<file path="src/include/lane_xbar_defines.svh">
// Register offsets, field positions and reset values of the upper lane crossbar.
// Assumes an 8-bit register port with a 12-bit address, as the serial config port delivers.
`ifndef LANE_XBAR_DEFINES_SVH
`define LANE_XBAR_DEFINES_SVH
`define XBAR_SEL_45_ADDR  12'h30a
`define XBAR_SEL_67_ADDR  12'h30b
`define FULL_STATUS_ADDR  12'h30c
`define EMPTY_STATUS_ADDR 12'h30d
`define SEL_EVEN_LSB      0
`define SEL_ODD_LSB       3
`define SEL_LANE4_RST     3'h4
`define SEL_LANE5_RST     3'h5
`define SEL_LANE6_RST     3'h6
`define SEL_LANE7_RST     3'h7
`define STATUS_RST        8'h00
`define LANES_RST         4'h0
`define RDATA_RST         8'h00
`endif

</file>
<file path="src/include/lane_xbar_pkg.sv">
// Types shared by the upper lane crossbar.
// Assumes nothing beyond a SystemVerilog compiler.
package lane_xbar_pkg;
    typedef logic [2:0] lane_sel_t;
    typedef struct packed {
        lane_sel_t  sel4;
        lane_sel_t  sel5;
        lane_sel_t  sel6;
        lane_sel_t  sel7;
        logic [3:0] lanes;
        logic [7:0] full;
        logic [7:0] empty;
        logic [7:0] rdata;
    } xbar_state_s;
endpackage

</file>
<file path="src/rtl/serial_lane_crossbar_upper.sv">
// Upper lane crossbar: routes physical serial lanes onto logical lanes 4 to 7,
// plus read-only receive FIFO full and empty status words.
// Assumes register writes/reads arrive as single-cycle strobes from the config port,
// and that lane data and FIFO flags are synchronous to ref_clk.
`timescale 1ns/10ps
`default_nettype none
`include "lane_xbar_defines.svh"

module serial_lane_crossbar_upper (
    input  wire logic        ref_clk,
    input  wire logic        rst,
    input  wire logic [11:0] reg_addr,
    input  wire logic        reg_wr,
    input  wire logic        reg_rd,
    input  wire logic [7:0]  reg_wdata,
    output logic      [7:0]  reg_rdata,
    input  wire logic [7:0]  physical_serial_input,
    input  wire logic [7:0]  lane_fifo_full,
    input  wire logic [7:0]  lane_fifo_empty,
    output logic      [3:0]  logical_lane_out
);
    lane_xbar_pkg::xbar_state_s st_r;
    lane_xbar_pkg::xbar_state_s st_nxt;

    // Select fields gathered per logical lane so one loop builds all four muxes
    logic [3:0][2:0] lane_sel;
    logic [3:0]      lane_mux;

    assign lane_sel = {st_r.sel7, st_r.sel6, st_r.sel5, st_r.sel4};

    // Binary index mux: code n picks physical lane n
    for (genvar k = 0; k < 4; k++) begin : g_lane_mux
        assign lane_mux[k] = physical_serial_input[lane_sel[k]];
    end

    always_comb begin
        st_nxt = st_r;
        // Full flags track the FIFOs; software cannot touch them
        st_nxt.full  = lane_fifo_full;
        st_nxt.empty = lane_fifo_empty;
        if (reg_wr) begin
            unique case (reg_addr)
                `XBAR_SEL_45_ADDR: begin
                    // Bits 7:6 are dropped on write
                    st_nxt.sel4 = reg_wdata[`SEL_EVEN_LSB +: 3];
                    st_nxt.sel5 = reg_wdata[`SEL_ODD_LSB +: 3];
                end
                `XBAR_SEL_67_ADDR: begin
                    st_nxt.sel6 = reg_wdata[`SEL_EVEN_LSB +: 3];
                    st_nxt.sel7 = reg_wdata[`SEL_ODD_LSB +: 3];
                end
                default: ;
            endcase
        end
        if (reg_rd) begin
            unique case (reg_addr)
                `XBAR_SEL_45_ADDR:  st_nxt.rdata = {2'h0, st_r.sel5, st_r.sel4};
                `XBAR_SEL_67_ADDR:  st_nxt.rdata = {2'h0, st_r.sel7, st_r.sel6};
                `FULL_STATUS_ADDR:  st_nxt.rdata = st_r.full;
                `EMPTY_STATUS_ADDR: st_nxt.rdata = st_r.empty;
                default:            st_nxt.rdata = 8'h00;
            endcase
        end
        // Registered so lane outputs come from flip-flops, at one cycle of latency
        st_nxt.lanes = lane_mux;
    end

    always_ff @(posedge ref_clk) begin
        if (rst) begin
            st_r.sel4  <= `SEL_LANE4_RST;
            st_r.sel5  <= `SEL_LANE5_RST;
            st_r.sel6  <= `SEL_LANE6_RST;
            st_r.sel7  <= `SEL_LANE7_RST;
            st_r.lanes <= `LANES_RST;
            st_r.full  <= `STATUS_RST;
            st_r.empty <= `STATUS_RST;
            st_r.rdata <= `RDATA_RST;
        end else begin
            st_r <= st_nxt;
        end
    end

    assign reg_rdata        = st_r.rdata;
    assign logical_lane_out = st_r.lanes;

    // Lane outputs lag the inputs by one cycle, selects included
    a_lane5_route: assert property (@(posedge ref_clk) disable iff (rst)
        !$past(rst)
        |-> logical_lane_out[1] == $past(physical_serial_input[st_r.sel5]))
        else $error("Lane 5 route mismatch");

    a_lane4_route: assert property (@(posedge ref_clk) disable iff (rst)
        !$past(rst)
        |-> logical_lane_out[0] == $past(physical_serial_input[st_r.sel4]))
        else $error("Lane 4 route mismatch");

    a_lane7_route: assert property (@(posedge ref_clk) disable iff (rst)
        !$past(rst)
        |-> logical_lane_out[3] == $past(physical_serial_input[st_r.sel7]))
        else $error("Lane 7 route mismatch");

    a_lane6_route: assert property (@(posedge ref_clk) disable iff (rst)
        !$past(rst)
        |-> logical_lane_out[2] == $past(physical_serial_input[st_r.sel6]))
        else $error("Lane 6 route mismatch");

    // Selects leave reset pointing at their own physical lanes
    a_lane4_rst: assert property (@(posedge ref_clk) disable iff (rst)
        $past(rst)
        |-> st_r.sel4 == `SEL_LANE4_RST)
        else $error("Lane 4 select reset wrong");

    a_lane5_rst: assert property (@(posedge ref_clk) disable iff (rst)
        $past(rst)
        |-> st_r.sel5 == `SEL_LANE5_RST)
        else $error("Lane 5 select reset wrong");

    a_lane6_rst: assert property (@(posedge ref_clk) disable iff (rst)
        $past(rst)
        |-> st_r.sel6 == `SEL_LANE6_RST)
        else $error("Lane 6 select reset wrong");

    a_lane7_rst: assert property (@(posedge ref_clk) disable iff (rst)
        $past(rst)
        |-> st_r.sel7 == `SEL_LANE7_RST)
        else $error("Lane 7 select reset wrong");

    a_full_rst: assert property (@(posedge ref_clk) disable iff (rst)
        $past(rst)
        |-> st_r.full == `STATUS_RST && reg_rdata == `RDATA_RST)
        else $error("Status reset wrong");

    // A write reaches the lane output two edges later; code n picks lane n
    a_sel_decode: assert property (@(posedge ref_clk) disable iff (rst)
        reg_wr && reg_addr == `XBAR_SEL_45_ADDR
        |-> ##2 logical_lane_out[0] ==
            |($past(physical_serial_input) & (8'h01 << $past(reg_wdata[2:0], 2))))
        else $error("Select decode wrong");

    a_sel5_decode: assert property (@(posedge ref_clk) disable iff (rst)
        reg_wr && reg_addr == `XBAR_SEL_45_ADDR
        |-> ##2 logical_lane_out[1] ==
            |($past(physical_serial_input) & (8'h01 << $past(reg_wdata[5:3], 2))))
        else $error("Lane 5 decode wrong");

    a_sel6_decode: assert property (@(posedge ref_clk) disable iff (rst)
        reg_wr && reg_addr == `XBAR_SEL_67_ADDR
        |-> ##2 logical_lane_out[2] ==
            |($past(physical_serial_input) & (8'h01 << $past(reg_wdata[2:0], 2))))
        else $error("Lane 6 decode wrong");

    a_sel7_decode: assert property (@(posedge ref_clk) disable iff (rst)
        reg_wr && reg_addr == `XBAR_SEL_67_ADDR
        |-> ##2 logical_lane_out[3] ==
            |($past(physical_serial_input) & (8'h01 << $past(reg_wdata[5:3], 2))))
        else $error("Lane 7 decode wrong");

    // Field placement inside the shared select registers
    a_resv_zero: assert property (@(posedge ref_clk) disable iff (rst)
        $past(reg_rd) && !$past(rst)
        && ($past(reg_addr) == `XBAR_SEL_45_ADDR || $past(reg_addr) == `XBAR_SEL_67_ADDR)
        |-> reg_rdata[7:6] == 2'h0)
        else $error("Reserved bits not zero");

    a_even_field: assert property (@(posedge ref_clk) disable iff (rst)
        reg_wr && reg_addr == `XBAR_SEL_45_ADDR
        |=> st_r.sel4 == $past(reg_wdata[2:0]))
        else $error("Lane 4 select not in 2:0");

    a_odd_field: assert property (@(posedge ref_clk) disable iff (rst)
        reg_wr && reg_addr == `XBAR_SEL_67_ADDR
        |=> st_r.sel7 == $past(reg_wdata[5:3]))
        else $error("Odd select not in 5:3");

    a_odd45_field: assert property (@(posedge ref_clk) disable iff (rst)
        reg_wr && reg_addr == `XBAR_SEL_45_ADDR
        |=> st_r.sel5 == $past(reg_wdata[5:3]))
        else $error("Lane 5 select not in 5:3");

    a_even67_field: assert property (@(posedge ref_clk) disable iff (rst)
        reg_wr && reg_addr == `XBAR_SEL_67_ADDR
        |=> st_r.sel6 == $past(reg_wdata[2:0]))
        else $error("Lane 6 select not in 2:0");

    // Status words: flags are registered once, then the read adds a cycle
    a_full_read: assert property (@(posedge ref_clk) disable iff (rst)
        reg_rd && reg_addr == `FULL_STATUS_ADDR && !$past(rst)
        |=> reg_rdata == $past(lane_fifo_full, 2))
        else $error("Full status read wrong");

    a_full_track: assert property (@(posedge ref_clk) disable iff (rst)
        !$past(rst)
        |-> st_r.full == $past(lane_fifo_full))
        else $error("Full flags not tracked");

    a_empty_read: assert property (@(posedge ref_clk) disable iff (rst)
        reg_rd && reg_addr == `EMPTY_STATUS_ADDR && !$past(rst)
        |=> reg_rdata == $past(lane_fifo_empty, 2))
        else $error("Empty status read wrong");

    a_empty_track: assert property (@(posedge ref_clk) disable iff (rst)
        !$past(rst)
        |-> st_r.empty == $past(lane_fifo_empty))
        else $error("Empty flags not tracked");

    // Writes outside the select registers leave routing alone
    a_status_wr: assert property (@(posedge ref_clk) disable iff (rst)
        reg_wr && (reg_addr == `FULL_STATUS_ADDR || reg_addr == `EMPTY_STATUS_ADDR)
        |=> $stable({st_r.sel4, st_r.sel5, st_r.sel6, st_r.sel7}))
        else $error("Status write changed routing");

    a_unmapped_wr: assert property (@(posedge ref_clk) disable iff (rst)
        reg_wr && reg_addr != `XBAR_SEL_45_ADDR && reg_addr != `XBAR_SEL_67_ADDR
        |=> $stable({st_r.sel4, st_r.sel5, st_r.sel6, st_r.sel7}))
        else $error("Stray write changed routing");
endmodule

`default_nettype wire

</file>
<file path="config.mk">
export PLATFORM = sky130hd
export DESIGN_NAME = serial_lane_crossbar_upper
export DESIGN_NICKNAME = d
export VERILOG_FILES = /design/src/include/lane_xbar_pkg.sv /design/src/rtl/serial_lane_crossbar_upper.sv
export VERILOG_INCLUDE_DIRS = /design/src /design/src/include
export SDC_FILE = /design/constraint.sdc
export NUM_CORES = 1
export LEC_CHECK = 0
export ABC_AREA = 1
export BUFFER_PORTS_ARGS = -buffer_cell sky130_fd_sc_hd__buf_2
export CORE_AREA = 2 2 74 76
export DETAILED_ROUTE_END_ITERATION = 16
export DIE_AREA = 0 0 76 78
export SLEW_MARGIN = 30
export SYNTH_ARGS = -nofsm -noshare
export SYNTH_HDL_FRONTEND = slang
export SYNTH_SLANG_ARGS = --single-unit
</file>
<file path="constraint.sdc">
create_clock -name ref_clk -period 1.6 [get_ports ref_clk]
set_input_delay 0.08 -clock ref_clk [delete_from_list [all_inputs] [get_ports ref_clk]]
set_output_delay 0.08 -clock ref_clk [all_outputs]
set_load 0.01 [all_outputs]
</file>
==> run summary, run 1 <==
The flow ran to the end, and the final reports show no timing, DRC or antenna violations. The run gives 0 as the count of final setup violators. The logs give 0 for the initial antenna violation count and 0.807 for the last weighted congestion value of the routability-driven placer. The global-route usage over all layers is 16.6%, and the half-perimeter wire length after placement is 3.33 mm. The cell sitting at the root of the clock tree is a clkbuf_8.

At the pin with the least slew margin, the transition time is 0.556 ns. The via count of the first global-routing pass is 1785. The logs give 0.00218 ns for the clock tree skew after final layout and 0 for the max capacitance violation total. The critical path is of the flip-flop to flip-flop type.

Entering global routing, the biggest net connects 31 pins. The tools report the length of the first detailed-routing pass in iterations as 5. Global routing consumed, on the met3 layer, 3.37% of the routing resources. The ratio of total power to cell area came out at 927 mW/mm².

The maximum fanout along the worst path was 10; the area of the mapped netlist was 0.00200 mm². After layout, the minimum clock period comes to 1.15 ns. The floorplan step set the die height to 78 µm. The average wire per standard cell is 11.5 µm, and the number of buffers added for setup after CTS is 0.

Pin placement for this block handled 60 I/O pins. After synthesis, the netlist uses 24 different library cells. In this design, the critical path's most frequently occurring cell is o21ai_0. The count of buffers from port buffering is 57, and the data required time of the worst path is 1.83 ns. The residual antenna-violating net count after detailed routing was 0; the horizontal die dimension was 76 µm. In the synthesized netlist, the number of instances is 280.

For the effective utilization at floorplan, the log shows 39.7%. The library cell used most frequently in the layout, excluding fill and tap cells, is buf_2. In this design, the stage delay of the slowest critical-path cell is 0.52 ns. The run gives 2 as the number of H-tree branching levels. The standby leakage power is 0.00129 µW, and the number of nets in the final layout is 386. Yosys printed 0 warnings. The kind of end point of the critical path is a flip-flop. The run gives 0.870 GHz as the maximum clock frequency. Setup repair after global routing left no endpoint under its margin.

The top cell types in the final layout, fill and taps aside, are 57 x buf_2, 45 x nand2_1, 40 x dfxtp_1. A synthesized cell averages 7.15 µm². Buffers inserted during clock tree synthesis total 5. The worst-case IR drop observed on VDD is 0.504 mV. The fill cell instance count of the final layout is 504. STA classifies the critical path startpoint as a flip-flop. The fraction of final layout cells sized beyond drive strength 1 was 24.2%; the met1 capacity usage during global routing was 18.6%. The number of vias per cell is 4.73, and the count of routing violations after the opening detailed-route iteration is 76. For the vias after detailed routing, the log shows 1936. The max-slew violation total from the final report is 0, and the net count after synthesis is 328. The tools report the first-pass GRT wire length as 7.91 mm. The clock passes through at most 2 buffers. The total count of hold-check failures in the final report was 0. The proportion of synthesized chip area in sequential cells was 40.0%; the share of the clock period used by the worst path after layout was 71.8%. Among all stages on the critical path, the largest delay is contributed by dfxtp_1. 0 antenna diodes ended up in the layout. Measured against its own limit, the worst slew margin works out to 62.9%. Walking the worst path, the cells encountered are o21ai_0, o21ai_0, o21ai_0, a31oi_1. Synthesis inferred 40 register bits. After clock tree synthesis, the clock-pin slew on the worst setup and hold paths is 0.08 ns. The die covers 0.00593 mm².

Global routing used 30.7% of the available met2 tracks. TritonCTS built the clock tree. The floorplan has 26 rows. The aggregate global routing overflow came out at 0.

From synthesis to final layout, the design area changed by 27.8%. The layer flagged by global routing as most heavily used is met2. The run gives 0.29 ns as the later-pin clock latency in the skew report.

In this run the worst hold path is classified as input pin to flip-flop. The total DRC errors in the routed layout is 0, and the sum of negative setup slack is 0 ns. The final layout contains routed wiring with a total length of 4.72 mm. The region available for standard cell placement spans 0.00504 mm². The logs give 409 for the non-filler instance count after layout and 40 for the number of sinks on the clock net. Data arrives at the worst endpoint at 1.37 ns. The tools report the placed cell count as 385.
-- synthesized netlist by cell type --
| master | count | area [µm²] |
|---|---|---|
| o211ai_2 | 3 | 37.5 |
| nand3_4 | 1 | 17.5 |
| inv_1 | 39 | 146 |
| nand2_4 | 1 | 11.3 |
| buf_6 | 1 | 11.3 |
| nor3_1 | 1 | 5.00 |
| dfxtp_1 | 40 | 801 |
| nor2_2 | 4 | 25.0 |
| o211ai_1 | 7 | 52.6 |
| nand4_1 | 4 | 25.0 |
| buf_2 | 7 | 35.0 |
| o21ai_0 | 22 | 110 |
| nand2_1 | 45 | 169 |
| nor2_1 | 25 | 93.8 |
| nand3_1 | 29 | 145 |
| nor2_4 | 2 | 22.5 |
| o21ai_2 | 1 | 8.76 |
| a21oi_1 | 19 | 95.1 |
| buf_4 | 12 | 90.1 |
| clkbuf_1 | 4 | 15.0 |
| a31oi_1 | 4 | 25.0 |
| o21ai_1 | 6 | 30.0 |
| a21oi_2 | 1 | 8.76 |
| nor3_2 | 2 | 20.0 |
-- report_power, final --
part           switching, µW  total [µW]  internal [µW]
sequential              6.79        1030           1020
clock                    364        1140            780
combinational            103         199           95.4
-- through the flow --
stage,util (%),cell area (µm²),setup WS [ns],hold WS [ns],total power (µW)
floorplan,-,2000,0.568,0.187,1140
global placement,44.4,2240,0.260,0.279,1220
detailed placement,44.4,2240,0.224,0.285,1220
CTS,50.7,2560,0.444,0.0644,2380
global route,50.7,2560,0.323,0.0936,2450
finish,50.7,2560,0.451,0.0597,2370
-- metal layers --
metal  up-vias  routed length (µm)
met5         -                   0
met4         0                 102
met3        10                 217
met2        62                2320
met1       846                2080
li1       1018                   -
-- kinds of logic after synthesis --
| kind of cell | synth area share, % |
|---|---|
| simple gates | 26.7 |
| compound gates | 18.4 |
| buf+inv | 14.9 |
| flops | 40.0 |
-- cell type report --
class                   count  area, µm²  area share, %
multi-input cells         177        902           35.3
flip-flops and latches     40        801           31.3
repair buffers             75        460           18.0
inverters                  39        146           5.73
clock inverters             3       90.1           3.52
well taps                  70       87.6           3.43
clock buffers               5       68.8           2.69
-- worst paths after layout --
| path | from | to | slack [ns] | cells past startpoint |
|---|---|---|---|---|
| worst max-delay path | lane_sel[9] | logical_lane_out[3] | 0.45 | 4 |
| worst min-delay path | reg_wdata[4] | lane_sel[10] | 0.06 | 3 |
| worst max register to register | lane_sel[9] | logical_lane_out[3] | 0.45 | 4 |
| worst min register to register | reg_rdata[6] | reg_rdata[6] | 0.47 | 2 |
-- state kept, by name, indices dropped and copies added (netlist names) --
| name | cells |
|---|---|
| lane_sel | 12 |
| logical_lane_out | 4 |
| reg_rdata | 8 |
| st_r | 16 |
-- critical path: cells and delay by family (launching register included) --
| kind | cells | cell delay (ns) |
|---|---|---|
| AO/OA/AOI/OAI | 4 | 0.56 |
| flip-flops | 1 | 0.52 |
-- repair_timing --
action                                 4_1_cts  5_1_grt
resized for setup                            0        0
hold buffers                                16        0
endpoints found under the hold margin       16        0
Power figures use the tool's default switching activity.
==> run 2, diff against run 1 <==
--- a/config.mk
+++ b/config.mk
@@ -11,6 +11,7 @@
 export CORE_AREA = 2 2 74 76
 export DETAILED_ROUTE_END_ITERATION = 16
 export DIE_AREA = 0 0 76 78
+export PLACE_DENSITY = 0.66
 export SLEW_MARGIN = 30
 export SYNTH_ARGS = -nofsm -noshare
 export SYNTH_HDL_FRONTEND = slang
==> constraint.sdc (replaced) <==
create_clock -name ref_clk -period 0.95 [get_ports ref_clk]
set_input_delay 0.0475 -clock ref_clk [delete_from_list [all_inputs] [get_ports ref_clk]]
set_output_delay 0.0475 -clock ref_clk [all_outputs]
set_load 0.01 [all_outputs]
==> run 2 against run 1 <==
The run now ends with negative setup slack left. Flip-flop and latch count stayed put. Clock-buffer cell count unchanged. Non-clock buffer count rose by 21. Design area is 9.5% higher. Fmax is 21% higher. Hold slack got worse by 0.023 ns. First-iteration DRC count up 20%. Cell count grew 5.1%. Critical endpoint is now logical_lane_out[2]. Largest cell class unchanged.
==> run summary, run 2 (synthesis results as in run 1) <==
The run finished, with violations left. The final reports fail on negative setup slack. The shortest clock period the worst path allows after layout is 0.950 ns (was 1.15 ns), and the final setup slack of the worst path is -0.000434 ns (was 0.451 ns).

The half-perimeter wire length after placement is 3.60 mm (was 3.33 mm), and the later-pin clock latency in the skew report is 0.30 ns (was 0.29 ns). Final design instance area without fill: 0.00280 mm² (was 0.00256 mm²). For the vias after detailed routing, the log shows 2046 (was 1936). The run gives 4 (was 5) as the length of the first detailed-routing pass in iterations. The largest register by flop count is st_r (unchanged). Worst hold slack after final layout: 0.0368 ns (was 0.0597 ns). The tools report the root buffer selected by CTS as clkbuf_8 (unchanged). The tools report the number of core rows as 26 (unchanged). The count of buffers from port buffering is 57 (unchanged), and the vertical extent of the die is 78 µm (unchanged). The tools report the max-slew violation total from the final report as 0 (unchanged). The max capacitance violation total came out at 0 (unchanged).

The ratio of total power to cell area is 1260 mW/mm² (was 927 mW/mm²). For the maximum clock frequency, the log shows 1.05 GHz (was 0.870 GHz). The most prevalent standard cell on the critical path was o21ai_1 (was o21ai_0).

Via count of the first global-routing pass: 1919 (was 1785). Most frequent cells in the layout: 58 x buf_2, 42 x nand2_1, 39 x inv_1 (was 57 x buf_2, 45 x nand2_1, 40 x dfxtp_1). For the total wire length, the log shows 5.14 mm (was 4.72 mm). First-pass GRT wire length: 8.47 mm (was 7.91 mm). TritonCTS built the clock tree. The run gives 60 (unchanged) as the number of I/O pins. The most common cell after layout, fill and taps aside was buf_2 (unchanged). Placed cell count: 406 (was 385).

The number of vias per cell is 4.76 (was 4.73). The run gives 1 (was 0) as the count of final setup violators. The tools report the kind of end point of the critical path as a flip-flop (unchanged). The maximum buffer depth of the clock tree is 2 (unchanged), and the count of routing violations after the opening detailed-route iteration is 91 (was 76). Standard cell with the maximum stage delay on the critical path: dfxtp_4 (was dfxtp_1).

Setup repair after global routing could not meet its margin everywhere. The clock transition at the registers of the reported paths was 0.08 ns (about the same); the number of sinks on the clock net was 40 (unchanged). The horizontal die dimension came out at 76 µm (unchanged). Classification of the worst setup path: flip-flop to flip-flop (unchanged). The tools report the standby leakage power as 0.00138 µW (was 0.00129 µW). Flip-flop count of the largest register, all copies and words added: 16 (unchanged). The slew of the pin with the lowest slew margin is 0.252 ns (was 0.556 ns). Headroom to the max-slew limit: 83.1% (was 62.9%). The logs give 0.00738 ns (was 0.00218 ns) for the clock tree skew after final layout and 0 (unchanged) for the initial antenna violation count. Critical Path, Cell by Cell: a21oi_2, o21ai_1, o21ai_1, o21ai_1, a31oi_1 (was o21ai_0, o21ai_0, o21ai_0, a31oi_1). The highest ir drop seen on vdd was 0.795 mV (was 0.504 mV); the sum of negative setup slack was -0.000434 ns (was 0 ns).

The effective utilization at floorplan was 39.7% (unchanged). The run gives 486 (was 504) as the fill cell instance count of the final layout. The total DRC errors in the routed layout was 0 (unchanged). The fraction of final layout cells sized beyond drive strength 1 was 34.7% (was 24.2%); the non-filler instance count after layout was 430 (was 409). The global-route usage over all layers came out at 17.7% (was 16.6%).

The run gives 0 (unchanged) as the residual antenna-violating net count after detailed routing. The tools report the total count of hold-check failures in the final report as 0 (unchanged). Antenna diode count: 0 (unchanged). The run gives 1.18 ns (was 1.37 ns) as the critical path data arrival time. The biggest cell delay along the critical path was 0.37 ns (was 0.52 ns).

The last weighted congestion value of the routability-driven placer is 0.830 (was 0.807). The clock buffer count from CTS was 5 (unchanged); the average wire per standard cell was 11.9 µm (was 11.5 µm). The share of the clock period used by the worst path after layout is 100% (was 71.8%). The total power after layout was 3520 µW (was 2370 µW). The nature of the critical path startpoint is a flip-flop (unchanged). Area of the core: 0.00504 mm² (unchanged). The tools report the number of nets in the final layout as 407 (was 386). The cell area after placement is 0.00243 mm² (was 0.00224 mm²). The type of the most critical hold path is input pin to flip-flop (unchanged). The area growth from synthesis to layout was 40.0% (was 27.8%); the area enclosed by the die boundary was 0.00593 mm² (unchanged).

The maximum fanout along the worst path was 6 (was 10). The logs give 2 (unchanged) for the number of H-tree branching levels and 0 (unchanged) for the aggregate global routing overflow. The maximum number of pins on one net before global-route repair came out at 31 (unchanged). The data required time of the worst path is 1.18 ns (was 1.83 ns).
## run 2: cell types whose count changed in the layout (fill, tap and decap cells not counted), sizes merged
cell / previous run / this run
bufinv: 3 / 1
clkinvlp: 0 / 1
buf: 59 / 80
inv: 39 / 40
## run 2: metal layers
| metal | share of wire (%) | global-route usage [%] | up-vias |
|---|---|---|---|
| met5 | 0 | 0 | - |
| met4 | 0.78 | 4.18 | 0 |
| met3 | 4.9 | 4.65 | 7 |
| met2 | 52 | 33.9 | 59 |
| met1 | 42 | 19.3 | 919 |
| li1 | - | - | 1061 |
## run 2: through the flow
step / util [%] / setup slack, ns
6_report: 55.5 / -0.000434
5_1_grt: 55.5 / -0.102
4_1_cts: 53.8 / 0.00000522
3_5_place_dp: 48.2 / -0.283
3_3_place_gp: 48.2 / -0.266
2_1_floorplan: - / 0.00519
## run 2: final timing paths
kind	start	end	slack [ns]	cells past startpoint
max	lane_sel[6]	logical_lane_out[2]	-0.0004	5
min	reg_wdata[1]	lane_sel[1]	0.04	3
max reg2reg	lane_sel[6]	logical_lane_out[2]	-0.0004	5
min reg2reg	reg_rdata[3]	reg_rdata[3]	0.47	2
## run 2: critical path: cells and delay by family (launching register included)
family / cells / cell delay, ns
DFF: 1 / 0.37
AOI/OAI and AO/OA: 5 / 0.51
## run 2: layout make-up
cell class	count	area, µm²	share of cell area (%)
flip-flops and latches	40	826	29.5
multi-input cells	177	968	34.6
well taps	70	87.6	3.13
inverters	39	146	5.23
clock inverters	3	46.3	1.65
clock buffers	5	68.8	2.46
repair buffers	96	657	23.5
## run 2: repair_timing
item | 4_1_cts | 5_1_grt
endpoints found under the setup margin | 7 | 23
hold buffers | 16 | 0
gates cloned | 0 | 0
endpoints found under the hold margin | 16 | 0
pin swaps | 5 | 10
gates resized for setup | 17 | 31
buffers inserted | 0 | 2
## run 2: where the power goes
part | internal, µW | switching, µW
Clock | 791 | 625
Sequential | 1700 | 11.2
Combinational | 193 | 196
